File: src/psp_pkg.sv
// Purpose: Shared constants and types for the parallel slave byte port.
// Assumes: AHB-Lite register bus with 32-bit data and word-index addressing.
// Notes: Register byte address is four times the register index.
package psp_pkg;

  // Register indexes; byte address is index times four.
  localparam logic [7:0] PSP_IDX_DATA = 8'h08;
  localparam logic [7:0] PSP_IDX_CTL_PORT = 8'h09;
  localparam logic [7:0] PSP_IDX_IRQ_FLAGS = 8'h0C;
  localparam logic [7:0] PSP_IDX_STATUS = 8'h89;
  localparam logic [7:0] PSP_IDX_IRQ_EN = 8'h8C;
  localparam logic [7:0] PSP_IDX_ANALOG = 8'h9F;

  // Field positions.
  localparam int PSP_BIT_IBF = 7;
  localparam int PSP_BIT_OBF = 6;
  localparam int PSP_BIT_INPUT_OVERRUN_FLAG = 5;
  localparam int PSP_BIT_MODE = 4;
  localparam int PSP_BIT_PORT_IRQ = 7;
  localparam int PSP_BIT_ADFM = 7;
  localparam int PSP_BIT_ADCS2 = 6;
  localparam int PSP_PIN_RD = 0;
  localparam int PSP_PIN_WR = 1;
  localparam int PSP_PIN_CS = 2;

  // Reset values.
  localparam logic [2:0] PSP_DIR_RESET = 3'h7;
  localparam logic [2:0] PSP_DIR_ALL_IN = 3'h7;
  localparam logic [7:0] PSP_BYTE_RESET = 8'h00;
  localparam logic [3:0] PSP_PCFG_RESET = 4'h0;

  // Analog configuration code that makes the three control pins digital.
  localparam logic [3:0] PSP_PCFG_DIGITAL = 4'h6;

  // Instruction clock phases, one core clock each.
  localparam logic [1:0] PSP_PHASE_TWO = 2'h1;
  localparam logic [1:0] PSP_PHASE_FOUR = 2'h3;
  localparam logic [1:0] PSP_PHASE_STEP = 2'h1;

  // AHB transfer type bit that marks NONSEQ or SEQ.
  localparam int PSP_HTRANS_ACTIVE = 1;

  // Transfer state machine, one-hot.
  typedef enum logic [4:0] {
    PSP_IDLE = 5'h01,
    PSP_WRITE = 5'h02,
    PSP_READ = 5'h04,
    PSP_WAIT_P2 = 5'h08,
    PSP_WAIT_P4 = 5'h10
  } psp_state_t;

  // Pins seen by the block.
  typedef struct packed {
    logic [7:0] data;
    logic [2:0] ctl;
  } psp_pin_in_t;

  // Pin drive; an enable bit is low while the pin is driven.
  typedef struct packed {
    logic [7:0] data;
    logic [7:0] data_oe_n;
    logic [2:0] ctl;
    logic [2:0] ctl_oe_n;
  } psp_pin_out_t;

  // Whole state of the port.
  typedef struct packed {
    psp_state_t st;
    logic was_write;
    logic [1:0] phase;
    logic [7:0] data_s1;
    logic [7:0] data_s2;
    logic [2:0] ctl_s1;
    logic [2:0] ctl_s2;
    logic [7:0] out_latch;
    logic [7:0] in_latch;
    logic [2:0] ctl_latch;
    logic [2:0] ctl_dir;
    logic mode;
    logic input_full_flag;
    logic output_full_flag;
    logic input_overrun_flag;
    logic irq_flag;
    logic irq_en;
    logic [1:0] adc_misc;
    logic [3:0] pcfg;
    logic wr_pend;
    logic [7:0] wr_idx;
    logic [31:0] rdata;
  } psp_state_s_t;

endpackage

File: src/psp_port.sv
// Purpose: Parallel slave byte port with an AHB-Lite register slave.
// Assumes: Pins arrive asynchronously; a four-phase instruction clock is
//   derived from hclk, one phase per enabled clock.
// Notes: Strobes are sampled by level after two synchronising flip-flops.
// Notes on behaviour
// - With the enable bit set, data pins form an external-access byte port.
// - Enable turns control pins into read strobe, write strobe, chip select.
// - Strobes act only when all three control direction bits are inputs.
// - Strobes act only when the analog field selects digital pins.
// - One address: firmware writes output latch, reads input latch in port mode and synchronised pins otherwise.
// - In port mode data direction comes only from the external strobes.
// - Select and write strobe first seen low together start a write.
// - Write end sets input-full and irq flag at phase four after phase two.
// - Input-full clears on a firmware read of the data register or with port mode off.
// - Write completing while input-full is set raises the overrun flag.
// - Select and read strobe first seen low clear output-full at once.
// - Read end sets irq flag at phase four after phase two.
// - Output-full stays low until firmware writes the output latch.
// - With port mode off, input-full and output-full are held clear.
// - Overrun flag stays set until firmware writes it to zero.
// - Irq flag holds until cleared; request raised only when enabled.
// - Without the port option, irq flag and enable read as zero.
// - During a selected read the output latch drives the data pins.
// - During a selected write the data pins are captured into input latch.
//
// Decided for this implementation: the AHB-Lite slave port.
`timescale 1ns/100ps
`default_nettype none

module psp_port
  import psp_pkg::*;
#(
  parameter bit HAS_PORT = 1'b1
) (
  input wire logic hclk,
  input wire logic hresetn,
  input wire logic clk_en,
  input wire logic hsel,
  input wire logic [31:0] haddr,
  input wire logic [1:0] htrans,
  input wire logic hwrite,
  input wire logic [2:0] hsize,
  input wire logic [31:0] hwdata,
  input wire logic hready,
  output logic hreadyout,
  output logic hresp,
  output logic [31:0] hrdata,
  input wire psp_pin_in_t pin_in,
  output psp_pin_out_t pin_out,
  output logic port_irq
);

  psp_state_s_t s;
  psp_state_s_t next_s;
  logic live;
  logic sel_wr;
  logic sel_rd;
  logic pins_digital;
  logic take;
  logic [7:0] idx;
  logic [7:0] wbyte;
  logic [7:0] rbyte;
  logic hw_fl_set;
  logic hw_ibf_set;
  logic hw_input_overrun_flag_set;
  logic hw_obf_clr;
  logic fw_data_rd;

  // Strobes count only with port mode on and pins set up as digital inputs.
  always_comb begin
    pins_digital = (s.pcfg == PSP_PCFG_DIGITAL);
    live = HAS_PORT && s.mode && pins_digital && (s.ctl_dir == PSP_DIR_ALL_IN);
    sel_wr = live && !s.ctl_s2[PSP_PIN_CS] && !s.ctl_s2[PSP_PIN_WR];
    sel_rd = live && !s.ctl_s2[PSP_PIN_CS] && !s.ctl_s2[PSP_PIN_RD];
  end

  // Bus address phase decode; only words are used, low data byte holds the register.
  always_comb begin
    take = hsel && htrans[PSP_HTRANS_ACTIVE] && hready && clk_en;
    idx = haddr[9:2];
    wbyte = hwdata[7:0];
    fw_data_rd = take && !hwrite && (idx == PSP_IDX_DATA);
  end

  // Read value of the addressed register; unmapped indexes read zero.
  always_comb begin
    rbyte = PSP_BYTE_RESET;
    case (idx)
      PSP_IDX_DATA: begin
        rbyte = s.mode ? s.in_latch : s.data_s2;
      end
      PSP_IDX_CTL_PORT: begin
        rbyte = {5'h00, pins_digital ? s.ctl_s2 : 3'h0};
      end
      PSP_IDX_IRQ_FLAGS: begin
        rbyte[PSP_BIT_PORT_IRQ] = HAS_PORT && s.irq_flag;
      end
      PSP_IDX_STATUS: begin
        rbyte = {s.input_full_flag, s.output_full_flag, s.input_overrun_flag, s.mode, 1'b0, s.ctl_dir};
      end
      PSP_IDX_IRQ_EN: begin
        rbyte[PSP_BIT_PORT_IRQ] = HAS_PORT && s.irq_en;
      end
      PSP_IDX_ANALOG: begin
        rbyte = {s.adc_misc, 2'h0, s.pcfg};
      end
      default: begin
        rbyte = PSP_BYTE_RESET;
      end
    endcase
  end

  // Next state: synchronisers, phase counter, transfer machine, registers.
  always_comb begin
    next_s = s;
    hw_fl_set = 1'b0;
    hw_ibf_set = 1'b0;
    hw_input_overrun_flag_set = 1'b0;
    hw_obf_clr = 1'b0;

    // Pins pass two flops; only the second stage is read by logic.
    next_s.data_s1 = pin_in.data;
    next_s.data_s2 = s.data_s1;
    next_s.ctl_s1 = pin_in.ctl;
    next_s.ctl_s2 = s.ctl_s1;

    // Four-phase instruction clock.
    next_s.phase = s.phase + PSP_PHASE_STEP;

    // Transfer machine, level sensed on the synchronised strobes.
    case (s.st)
      PSP_IDLE: begin
        if (sel_wr) begin
          next_s.st = PSP_WRITE;
          next_s.was_write = 1'b1;
          next_s.in_latch = s.data_s2;
        end else if (sel_rd) begin
          next_s.st = PSP_READ;
          next_s.was_write = 1'b0;
          hw_obf_clr = 1'b1;
        end
      end
      PSP_WRITE: begin
        if (sel_wr) begin
          next_s.in_latch = s.data_s2;
        end else begin
          next_s.st = PSP_WAIT_P2;
        end
      end
      PSP_READ: begin
        if (!sel_rd) begin
          next_s.st = PSP_WAIT_P2;
        end
      end
      PSP_WAIT_P2: begin
        if (s.phase == PSP_PHASE_TWO) begin
          next_s.st = PSP_WAIT_P4;
        end
      end
      PSP_WAIT_P4: begin
        if (s.phase == PSP_PHASE_FOUR) begin
          next_s.st = PSP_IDLE;
          hw_fl_set = 1'b1;
          hw_ibf_set = s.was_write;
          hw_input_overrun_flag_set = s.was_write && s.input_full_flag;
        end
      end
      default: begin
        next_s.st = PSP_IDLE;
      end
    endcase

    // Bus: capture the address phase, perform the write in the data phase.
    next_s.wr_pend = take && hwrite;
    if (take) begin
      next_s.wr_idx = idx;
    end
    if (take && !hwrite) begin
      next_s.rdata = {24'h000000, rbyte};
    end
    if (s.wr_pend) begin
      case (s.wr_idx)
        PSP_IDX_DATA: begin
          next_s.out_latch = wbyte;
          next_s.output_full_flag = 1'b1;
        end
        PSP_IDX_CTL_PORT: begin
          next_s.ctl_latch = wbyte[2:0];
        end
        PSP_IDX_IRQ_FLAGS: begin
          next_s.irq_flag = HAS_PORT && wbyte[PSP_BIT_PORT_IRQ];
        end
        PSP_IDX_STATUS: begin
          next_s.input_overrun_flag = wbyte[PSP_BIT_INPUT_OVERRUN_FLAG];
          next_s.mode = HAS_PORT && wbyte[PSP_BIT_MODE];
          next_s.ctl_dir = wbyte[2:0];
        end
        PSP_IDX_IRQ_EN: begin
          next_s.irq_en = HAS_PORT && wbyte[PSP_BIT_PORT_IRQ];
        end
        PSP_IDX_ANALOG: begin
          next_s.adc_misc = {wbyte[PSP_BIT_ADFM], wbyte[PSP_BIT_ADCS2]};
          next_s.pcfg = wbyte[3:0];
        end
        default: begin
          next_s.ctl_latch = s.ctl_latch;
        end
      endcase
    end

    // Firmware read of the data register clears input-full; set wins.
    if (fw_data_rd) begin
      next_s.input_full_flag = 1'b0;
    end
    if (hw_ibf_set) begin
      next_s.input_full_flag = 1'b1;
    end
    if (hw_obf_clr) begin
      next_s.output_full_flag = 1'b0;
    end
    if (hw_input_overrun_flag_set) begin
      next_s.input_overrun_flag = 1'b1;
    end
    if (hw_fl_set) begin
      next_s.irq_flag = 1'b1;
    end

    // Outside port mode both buffer flags are held clear.
    if (!next_s.mode) begin
      next_s.input_full_flag = 1'b0;
      next_s.output_full_flag = 1'b0;
    end
  end

  // State register; clock enable low freezes everything.
  always_ff @(posedge hclk or negedge hresetn) begin
    if (!hresetn) begin
      // Every field is a constant; the transfer machine starts idle.
      s <= '{
        st: PSP_IDLE,
        was_write: 1'b0,
        phase: 2'h0,
        data_s1: PSP_BYTE_RESET,
        data_s2: PSP_BYTE_RESET,
        ctl_s1: 3'h0,
        ctl_s2: 3'h0,
        out_latch: PSP_BYTE_RESET,
        in_latch: PSP_BYTE_RESET,
        ctl_latch: 3'h0,
        // Control pins come out of reset as inputs.
        ctl_dir: PSP_DIR_RESET,
        mode: 1'b0,
        input_full_flag: 1'b0,
        output_full_flag: 1'b0,
        input_overrun_flag: 1'b0,
        irq_flag: 1'b0,
        irq_en: 1'b0,
        adc_misc: 2'h0,
        // Pins start as analog, so strobes are ignored until set up.
        pcfg: PSP_PCFG_RESET,
        wr_pend: 1'b0,
        wr_idx: 8'h00,
        rdata: 32'h00000000
      };
    end else if (clk_en) begin
      s <= next_s;
    end
  end

  // Bus answers: no wait states while enabled, always OKAY.
  assign hreadyout = clk_en;
  assign hresp = 1'b0;
  assign hrdata = s.rdata;

  // Interrupt request only while the enable bit is set.
  assign port_irq = HAS_PORT && s.irq_flag && s.irq_en;

  // Pin drive: in port mode data pins follow only the select and read strobes.
  always_comb begin
    pin_out.data = s.out_latch;
    pin_out.data_oe_n = {8{!(s.st == PSP_READ)}};
    pin_out.ctl = s.ctl_latch;
    pin_out.ctl_oe_n = s.ctl_dir | {3{s.mode}};
  end

endmodule

`default_nettype wire

File: config.mk
export PLATFORM = sky130hd
export DESIGN_NAME = psp_port
export DESIGN_NICKNAME = d
export VERILOG_FILES = /design/src/psp_pkg.sv /design/src/psp_port.sv
export SDC_FILE = /design/constraint.sdc
export NUM_CORES = 1
export LEC_CHECK = 0
export BUFFER_PORTS_ARGS = -buffer_cell sky130_fd_sc_hd__buf_2
export CAP_MARGIN = 5
export CORE_AREA = 2 2 95 97
export CTS_CLUSTER_DIAMETER = 80
export DETAILED_ROUTE_END_ITERATION = 10
export DIE_AREA = 0 0 97 99
export GPL_ROUTABILITY_DRIVEN = 1
export PLACE_DENSITY = 0.78
export SYNTH_ARGS = -nofsm -noshare
export SYNTH_HDL_FRONTEND = slang
export SYNTH_SLANG_ARGS = --single-unit
File: constraint.sdc
create_clock -name hclk -period 2.3 [get_ports hclk]
set_clock_uncertainty 0.15 [all_clocks]
set_input_delay 0.23 -clock hclk [delete_from_list [all_inputs] [get_ports hclk]]
set_output_delay 0.23 -clock hclk [all_outputs]
set_load 0.005 [all_outputs]
; Word-level counts from Yosys, hierarchy flattened
; Cells that the tools add are included.
; Widths: inputs -> output; s select.
[word_totals]
reg_bits = 81
inputBits = 86
out_inout_bits = 57
elab_cells = 125
[op_classes]
addsub = 1
n_eq_ne = 29
muxes = 34
n_bitwise = 1
n_reduce_logical = 38
[op_table]
columns = cell, count
row1 = $eq 8x4->1 const B, 6
row2 = $eq 8x8->1 const B, 6
row3 = $reduce_and 3->1, 10
row4 = $pmux 7 s4, 1
row5 = $pmux 5 s5, 1
row6 = $mux 1, 20
row7 = $mux 5, 4
row8 = $mux 6, 3
row9 = $logic_and 1x1->1, 13
row10 = $mux 10, 1
row11 = $reduce_bool 2->1, 5
row12 = $mux 8, 1
row13 = $ne 2x2->1 const B, 4
row14 = $ne 3x1->1 const B, 2
row15 = $reduce_and 2->1, 3
row16 = $reduce_and 6->1, 1
row17 = $eq 5x1->1 const B, 1
row18 = $eq 5x2->1 const B, 1
row19 = $eq 5x3->1 const B, 1
row20 = $eq 5x4->1 const B, 1
row21 = $eq 5x5->1 const B, 1
row22 = $logic_not 1->1, 5
row23 = $pmux 1 s5, 1
row24 = $eq 4x3->1 const B, 1
row25 = other kinds (10), 10

; Longest topological paths before layout
; Gate-level depths: netlist of the first run.
[depth]
depth_word = 10
ltp_mapped = 8
mapped_depth_nobuf = 5

; Least setup slack after synthesis of the first run
; No wires, ideal clock.
[synth_path]
path_type = reg2reg
startpoint = register s[101] (netlist bit)
endpoint = register s[102] (netlist bit)
arrival_time_ns = 1.713
path_slack_ns = 0.310
path_stages_with_launch = 6
n_path_buf = 0
synth_period_minus_slack_ns = 1.990
path_cell_list = dfrtp_1 > nor3_1 > nand3b_1 > o22ai_1 > a211o_1 > mux2_1
[synth_between]
elab_chain_len = 3
word_cells_on_any_way = 12
cone_classes = eq/ne: 10 / mux: 1 / reduce/logical: 1
[synth_rtl]
columns = element, line_no
row1 = from (decl), psp_port.sv:53  ; psp_state_s_t s;
row2 = from (signal assigned), psp_port.sv:239  ; s <= '{
row3 = from (signal assigned), psp_port.sv:266  ; s <= next_s;
row4 = "$eq 5x1->1, or another cell as far along", psp_port.sv:131  ; case (s.st)
row5 = $ne 3x3->1 (no line) / $ne 2x2->1 (equally long branches), n/a
row6 = $reduce_and 6->1 (no line), n/a
; Several ways; a longest one is shown, not always the timed one.
; A chain may end at the register's enable or synchronous reset.

; Worst setup path in the final report of the first run
[layout_path]
startpoint = input port haddr[7]
endpoint = register s (netlist bit hrdata[6])
[layout_between]
elab_chain_len = 2
word_cells_on_any_way = 5
cone_classes = eq/ne: 4 / mux: 1
[layout_rtl]
columns = element, line_no
row1 = from (decl), psp_port.sv:39  ; input wire logic [31:0] haddr,
row2 = $eq 8x8->1 / $eq 8x4->1 (equally long branches), psp_port.sv:88  ; case (idx)
row3 = $pmux 7 s4 *, psp_port.sv:88
; Every way passes the cells marked *; elsewhere a longest branch is shown, timed or not.

==> metrics.md, run 1 <==
| Metric | Value |
|---|---|
| Clock root cell | `clkbuf_8` |
| Vias in the first global route | `between 2000 and 3000` |
| F_max | `459.4 MHz` |
| HP Class | `in -> reg` |
| Async SR Flop Fraction | `100.0%` |
| Yosys reg bits | `81` |
| CTS tree | `built` |
| Synth Cell Area | `4141 sq um` |
| Die Height | `between 90 and 100 um` |
| Post-CTS sizing | `0` |
| Post-route ant nets | `0` |
| Status | `complete, no violations` |
| Slew HR | `63.46%` |
| Setup violations, final | `0` |
| Post-DP HPWL | `around 5900 um` |
| Number of inserted diodes | `0` |
| Area Growth Syn to Fin | `14.98%` |
| Post-synth EDFFs | `0` |
| Crit path kind | `in -> reg` |
| Core box area | `8551 sq um` |
| # fillers | `740` |
| Mean Syn Cell Area | `roughly 12 sq um` |
| Global-route wire length before repair | `approximately 13000 um` |
| Post-CTS setup buffer count | `0` |
| Power Density | `about 720 nW/um^2` |
| Max FO, Critical Path | `8` |
| Slew Limit Fails | `0` |
| # IOs | `around 140` |
| Drt via density | `5.257` |
| Crit end category | `register` |
| Gr usage total | `17.39%` |
| Initial core utilization | `approximately half` |
| GPL Wtd Cong | `just over 0.9` |
| Yosys cell types | `just under 60` |
| Avg WL per Cell | `around 15 um` |
| Share of layout cells above drive strength 1 | `around two fifths` |
| Hold buffers post-CTS | `22` |
| H-tree levels | `3` |
| Fin crit period | `2.177 ns` |
| Sink Count | `81` |
| Top post-synthesis cells by area | `dfrtp_1, mux2_2, buf_4` |
| Largest net degree at the start of global routing | `between 60 and 70` |
| Tcrit/Tclk final | `a little over nine tenths` |
| Worst slew pin tran | `0.5407 ns` |
| Max VDD drop | `about 0.45 mV` |
| Fin Hold WS | `0.01815 ns` |
| Arrival time worst endpoint | `2.32 ns` |
| Post-synth top flop | `dfrtp_1` |
| Sequential cell area | `between 2000 and 2500 sq um` |
| Clk buf depth | `2` |
| Max Cap Viol | `0` |
| Skew-Pair Late Insertion Delay | `~0.35 ns` |
| Critical path required time | `around 2.5 ns` |
| Chip width | `around 97 um` |
| Setup tns final | `0 ns` |
| First-pass DRT Iterations | `5` |
| Sequential-to-total area share from yosys stat | `a little under 50%` |
| P_leak | `~2.3 nW` |
| Initial DRC Count | `214` |
| Layout Nets | `504` |
| PortBufs | `65` |
| Cell taking the most area after synthesis | `dfrtp_1` |
| RSZ-0062 raised after global routing | `false` |
| Die area | `9603 sq um` |
| Cells after Synth | `around 350` |
| DRC | `0` |
| Global route overflow | `0` |
| CTS buffer count | `9` |
| Multi-input logic area | `about 1700 sq um` |
| Final design utilization | `between 50% and 60%` |
| Rows | `34` |
| Hold Vio Cnt, Final | `0` |
| CP startpoint kind | `input port` |
| Total number of vias | `~2800` |
| Yosys warning count | `0` |
| Synth top area share | `46.53%` |
| Clock-pin slew on the worst setup and hold paths | `0.08 ns` |
| Drt total wl | `8164 um` |
| Initial antenna violation count | `0` |
layout by cell type (no fill, tap or decap), types with 3 or more instances in the layout:
master         instances
inv_1                  6
a22oi_1                4
mux2_2                58
conb_1                25
mux2_1                 8
dfstp_2                4
dfrtp_1               77
nand3_1                8
or2_2                  3
nand2_1               20
buf_4                 10
o21ai_0                3
o21ai_1                5
nand3b_1               4
nand2b_1               3
buf_2                 64
mux2i_1                7
clkbuf_8              10
nor3_1                 4
nand4_1                5
nor2_1                10
dlygate4sd3_1         22
a21oi_1                5
a22o_1                 6
state kept, by name (all words and copies together) (netlist names):
signal and flops:
hrdata 8, next_s 11, pin_out 11, s 51
cells in the mapped netlist (2+ instances only):
cell and n:
nor3_1 4, or3_1 2, nand2_1 20, a21oi_1 5, mux2_2 58, nand4_2 2, mux2i_1 7, a22o_1 6
and4_1 2, nand4_1 5, and2_1 2, nor2_1 10, inv_1 6, o22ai_1 2, nor3_2 2, o21ai_0 3
a22oi_1 4, or2_2 3, nand2b_1 3, o21ai_1 5, buf_2 3, ha_1 2, buf_4 53, nand3_1 8
dfrtp_1 77, dfstp_2 4, a32o_1 2, clkbuf_1 5, mux2_1 8, nor4bb_1 2, nand3b_1 4
worst paths after layout:
check,start,endpoint,slack [ns],depth (start not counted)
hold / removal,hwdata[2],pin_out[16],0.02,2
setup reg to reg,s[36],pin_out[21],0.18,5
min in group asynchronous,hresetn,pin_out[17],0.14,2
hold reg to reg,hrdata[3],hrdata[3],0.34,2
max in group asynchronous,hresetn,s[100],1.21,3
setup / recovery,haddr[7],hrdata[6],0.12,7
layer usage:
| layer | track usage (%) | wire length [um] | up-vias |
|---|---|---|---|
| li1 | - | - | 1306 |
| met1 | 22.70 | 3693 | 1349 |
| met2 | 27.19 | 3723 | 106 |
| met3 | 4.752 | 532 | 20 |
| met4 | 8.126 | 215 | 0 |
| met5 | 0 | 0 | - |
cell type report:
class | count | area share [%]
repair buffers | 97 | 13.35
well taps | 108 | 2.838
clock inverters | 6 | 1.366
clock buffers | 10 | 2.890
multi-input cells | 221 | 36.42
inverters | 6 | 0.4729
flip-flops and latches | 81 | 42.67
report_power, final:
group	total, mW	internal (mW)	switching (mW)
registers	1.71	1.57	0.134
logic	0.655	0.338	0.317
clock network	1.05	0.532	0.513
total	3.41	2.45	0.964
worst max-delay path, cell delays in order:
cell	delay, ns
dlygate4sd3_1	0.53
buf_2	0.13
or3b_2	0.51
nor2_2	0.32
nand2_1	0.17
o211ai_1	0.28
a22o_1	0.16
kinds of logic after synthesis:
kind of cell,Yosys count,share of synthesized area (%)
flops,81,49.06
simple gates,81,12.39
mux,73,19.64
buf+inv,68,11.24
compound gates,39,6.768
fa+ha+maj,2,0.6041
other cells,1,0.09055
xor+xnor,1,0.2115
stage by stage:
| stage | power, mW | std cells | setup WS, ns | instance area, sq um |
|---|---|---|---|---|
| 2_1_floorplan | 2.216 | 370 | 0.3097 | 4232 |
| 3_3_place_gp | 2.337 | 491 | 0.2253 | 4339 |
| 3_5_place_dp | 2.368 | 491 | 0.2158 | 4339 |
| 4_1_cts | 3.443 | 529 | 0.1597 | 4762 |
| 5_1_grt | 3.599 | 529 | 0.05766 | 4762 |
| 6_report | 3.409 | 529 | 0.1234 | 4762 |
Power figures use the tool's default switching activity.
==> run 2, diff against run 1 <==
Settings changed: CELL_PAD_IN_SITES_DETAIL_PLACEMENT set to 1, CELL_PAD_IN_SITES_GLOBAL_PLACEMENT set to 1, CORE_AREA 2 2 95 97 to 2 2 107 109, DIE_AREA 0 0 97 99 to 0 0 109 111, PLACE_DENSITY 0.78 to unset, PLACE_DENSITY_LB_ADDON set to 0.1.
==> metrics.md, run 2 (synthesized netlist as in run 1, its figures left out) <==
| Metric | Value |
|---|---|
| Worst slew pin tran | `0.5911 ns (+0.05040 ns)` |
| Commonest non-fill, non-tap cell in the layout | `dfrtp_1` |
| Most frequent cells in the layout | `dfrtp_1, buf_2, mux2_2, conb_1, nand2_1` |
| CTS tree | `built` |
| Crit end category | `register` |
| Status | `complete, no violations` |
| Reg2reg setup slack | `0.18 ns (about the same)` |
| Rows | `39 (+15%)` |
| Slew Limit Fails | `0 (unchanged)` |
| Core box area | `11080 sq um (+30%)` |
| Crit path kind | `in -> reg` |
| Worst-case reg-to-reg path depth | `5 (unchanged)` |
| Drt total wl | `9276 um (+14%)` |
| Initial core utilization | `37.39% (-11 points)` |
| DRC | `0 (unchanged)` |
| CP startpoint kind | `input port` |
| Post-DP HPWL | `6662 um (+13%)` |
| # IOs | `143 (unchanged)` |
| Arrival time worst endpoint | `2.20 ns (-0.12 ns)` |
| # fillers | `1243 (+68%)` |
| Post-route ant nets | `0 (unchanged)` |
| RSZ-0062 raised after global routing | `false` |
| Hold EP | `s[34]` |
| Largest net degree at the start of global routing | `59 (-4.8%)` |
| Power Density | `807.1 nW/um^2 (+13%)` |
| P_leak | `2.346 nW (+1.5%)` |
| Max VDD drop | `0.3081 mV (-32%)` |
| Fin crit period | `2.135 ns (-0.04133 ns)` |
| First-pass DRT Iterations | `4 (-1)` |
| Hold Vio Cnt, Final | `0 (unchanged)` |
| Hold depth | `2 (unchanged)` |
| Final non-filler cell total | `560 (+5.9%)` |
| Die area | `12100 sq um (+26%)` |
| Max Cap Viol | `0 (unchanged)` |
| Largest register FFs | `51 (unchanged)` |
| Sequential cell area | `2032 sq um (unchanged)` |
| Clock root cell | `clkbuf_16` |
| Layout Nets | `500 (-0.79%)` |
| Initial DRC Count | `94 (-56%)` |
| Multi-input logic area | `1734 sq um (unchanged)` |
| Avg WL per Cell | `16.56 um (+7.3%)` |
| Max FO, Critical Path | `8 (unchanged)` |
| Global route overflow | `0 (unchanged)` |
| Clock-pin slew on the worst setup and hold paths | `0.06 ns (-0.02 ns)` |
| Setup violations, final | `0 (unchanged)` |
| F_max | `468.3 MHz (+1.9%)` |
| Slew HR | `60.38% (-3.1 points)` |
| Largest reg by FF count | `s` |
| Clk buf depth | `2 (unchanged)` |
| PortBufs | `65 (unchanged)` |
| Tcrit/Tclk final | `92.84% (-1.8 points)` |
| GPL Wtd Cong | `0.7589 (-19%)` |
| Area Growth Syn to Fin | `17.92%` |
| Gr usage total | `16.80% (-0.60 points)` |
| Setup tns final | `0 ns (unchanged)` |
| Share of layout cells above drive strength 1 | `40.05% (+0.14 points)` |
| Worst Hold Launch | `haddr[4]` |
| Global-route wire length before repair | `15390 um (+16%)` |
| Sink Count | `81 (unchanged)` |
| Chip width | `109 um (+12%)` |
| FF-to-FF End | `pin_out[15]` |
| Initial antenna violation count | `0 (unchanged)` |
| Critical path required time | `2.36 ns (-0.09 ns)` |
| Vias in the first global route | `2924 (+7.9%)` |
| Skew-Pair Late Insertion Delay | `0.34 ns (about the same)` |
| Die Height | `111 um (+12%)` |
| Inst Count DP | `527 (+7.3%)` |
| Total number of vias | `2740 (-1.5%)` |
| Placed inst area | `4390 sq um (+1.2%)` |
| HP Class | `in -> reg` |
| Reg2reg start | `s[36]` |
| CTS buffer count | `9 (unchanged)` |
| H-tree levels | `3 (unchanged)` |
| Drt via density | `4.893 (-6.9%)` |
| Design Area, Final | `4883 sq um (+2.5%)` |
| Number of inserted diodes | `0 (unchanged)` |
run 2: final cells by class:
type / instances / area share (%)
multi-input cells: 221 / 35.51
clock buffers: 12 / 5.047
repair buffers: 93 / 12.14
clock inverters: 4 / 1.563
flip-flops and latches: 81 / 41.61
well taps: 143 / 3.664
inverters: 6 / 0.4612
run 2: critical path, stage by stage:
cell and delay [ns]:
dlygate4sd3_1 0.52, buf_2 0.11, or3b_2 0.47, nor2_2 0.33
nand2_1 0.18, o21ai_0 0.23, a21boi_0 0.12
run 2: worst max-delay path by stage:
stage	startpoint	end	slack, ns	cells past startpoint
final	haddr[5]	s[51]	0.16	7
after global routing	s[36]	pin_out[15]	0.04	5
after CTS	s[36]	pin_out[15]	0.14	5
after detailed placement	s[36]	pin_out[15]	0.17	5
after global placement	s[55]	s[50]	0.19	4
after floorplan	s[101]	s[102]	0.31	5
run 2: repair_timing:
action	in CTS	in global routing
buffers inserted	0	0
hold endpoints to repair	41	0
hold buffers	17	0
gates resized for setup	0	0
run 2: report_power, final:
| part | internal, mW | switching, mW | total [mW] |
|---|---|---|---|
| Combinational | 0.335 | 0.328 | 0.663 |
| Sequential | 1.58 | 0.140 | 1.72 |
| Clock | 0.983 | 0.578 | 1.56 |
| Total | 2.90 | 1.05 | 3.94 |
run 2: through the flow:
step / hold WS (ns) / utilization (%) / power [mW] / setup slack (ns)
final: 0.008431 / 44.09 / 3.942 / 0.1648
after global routing: 0.01464 / 44.09 / 4.171 / 0.03652
after CTS: 0.003273 / 44.09 / 3.998 / 0.1398
after detailed placement: 0.01708 / 39.64 / 2.390 / 0.1651
after global placement: 0.01861 / 39.64 / 2.363 / 0.1943
after floorplan: -0.2156 / - / 2.216 / 0.3097
run 2: routing by layer:
layer	track usage, %	wire length [um]	vias to the layer above
li1	-	-	1291
met4	6.838	214	0
met3	4.233	351	15
met1	21.34	4206	1381
met2	27.04	4503	53
met5	0	0	-
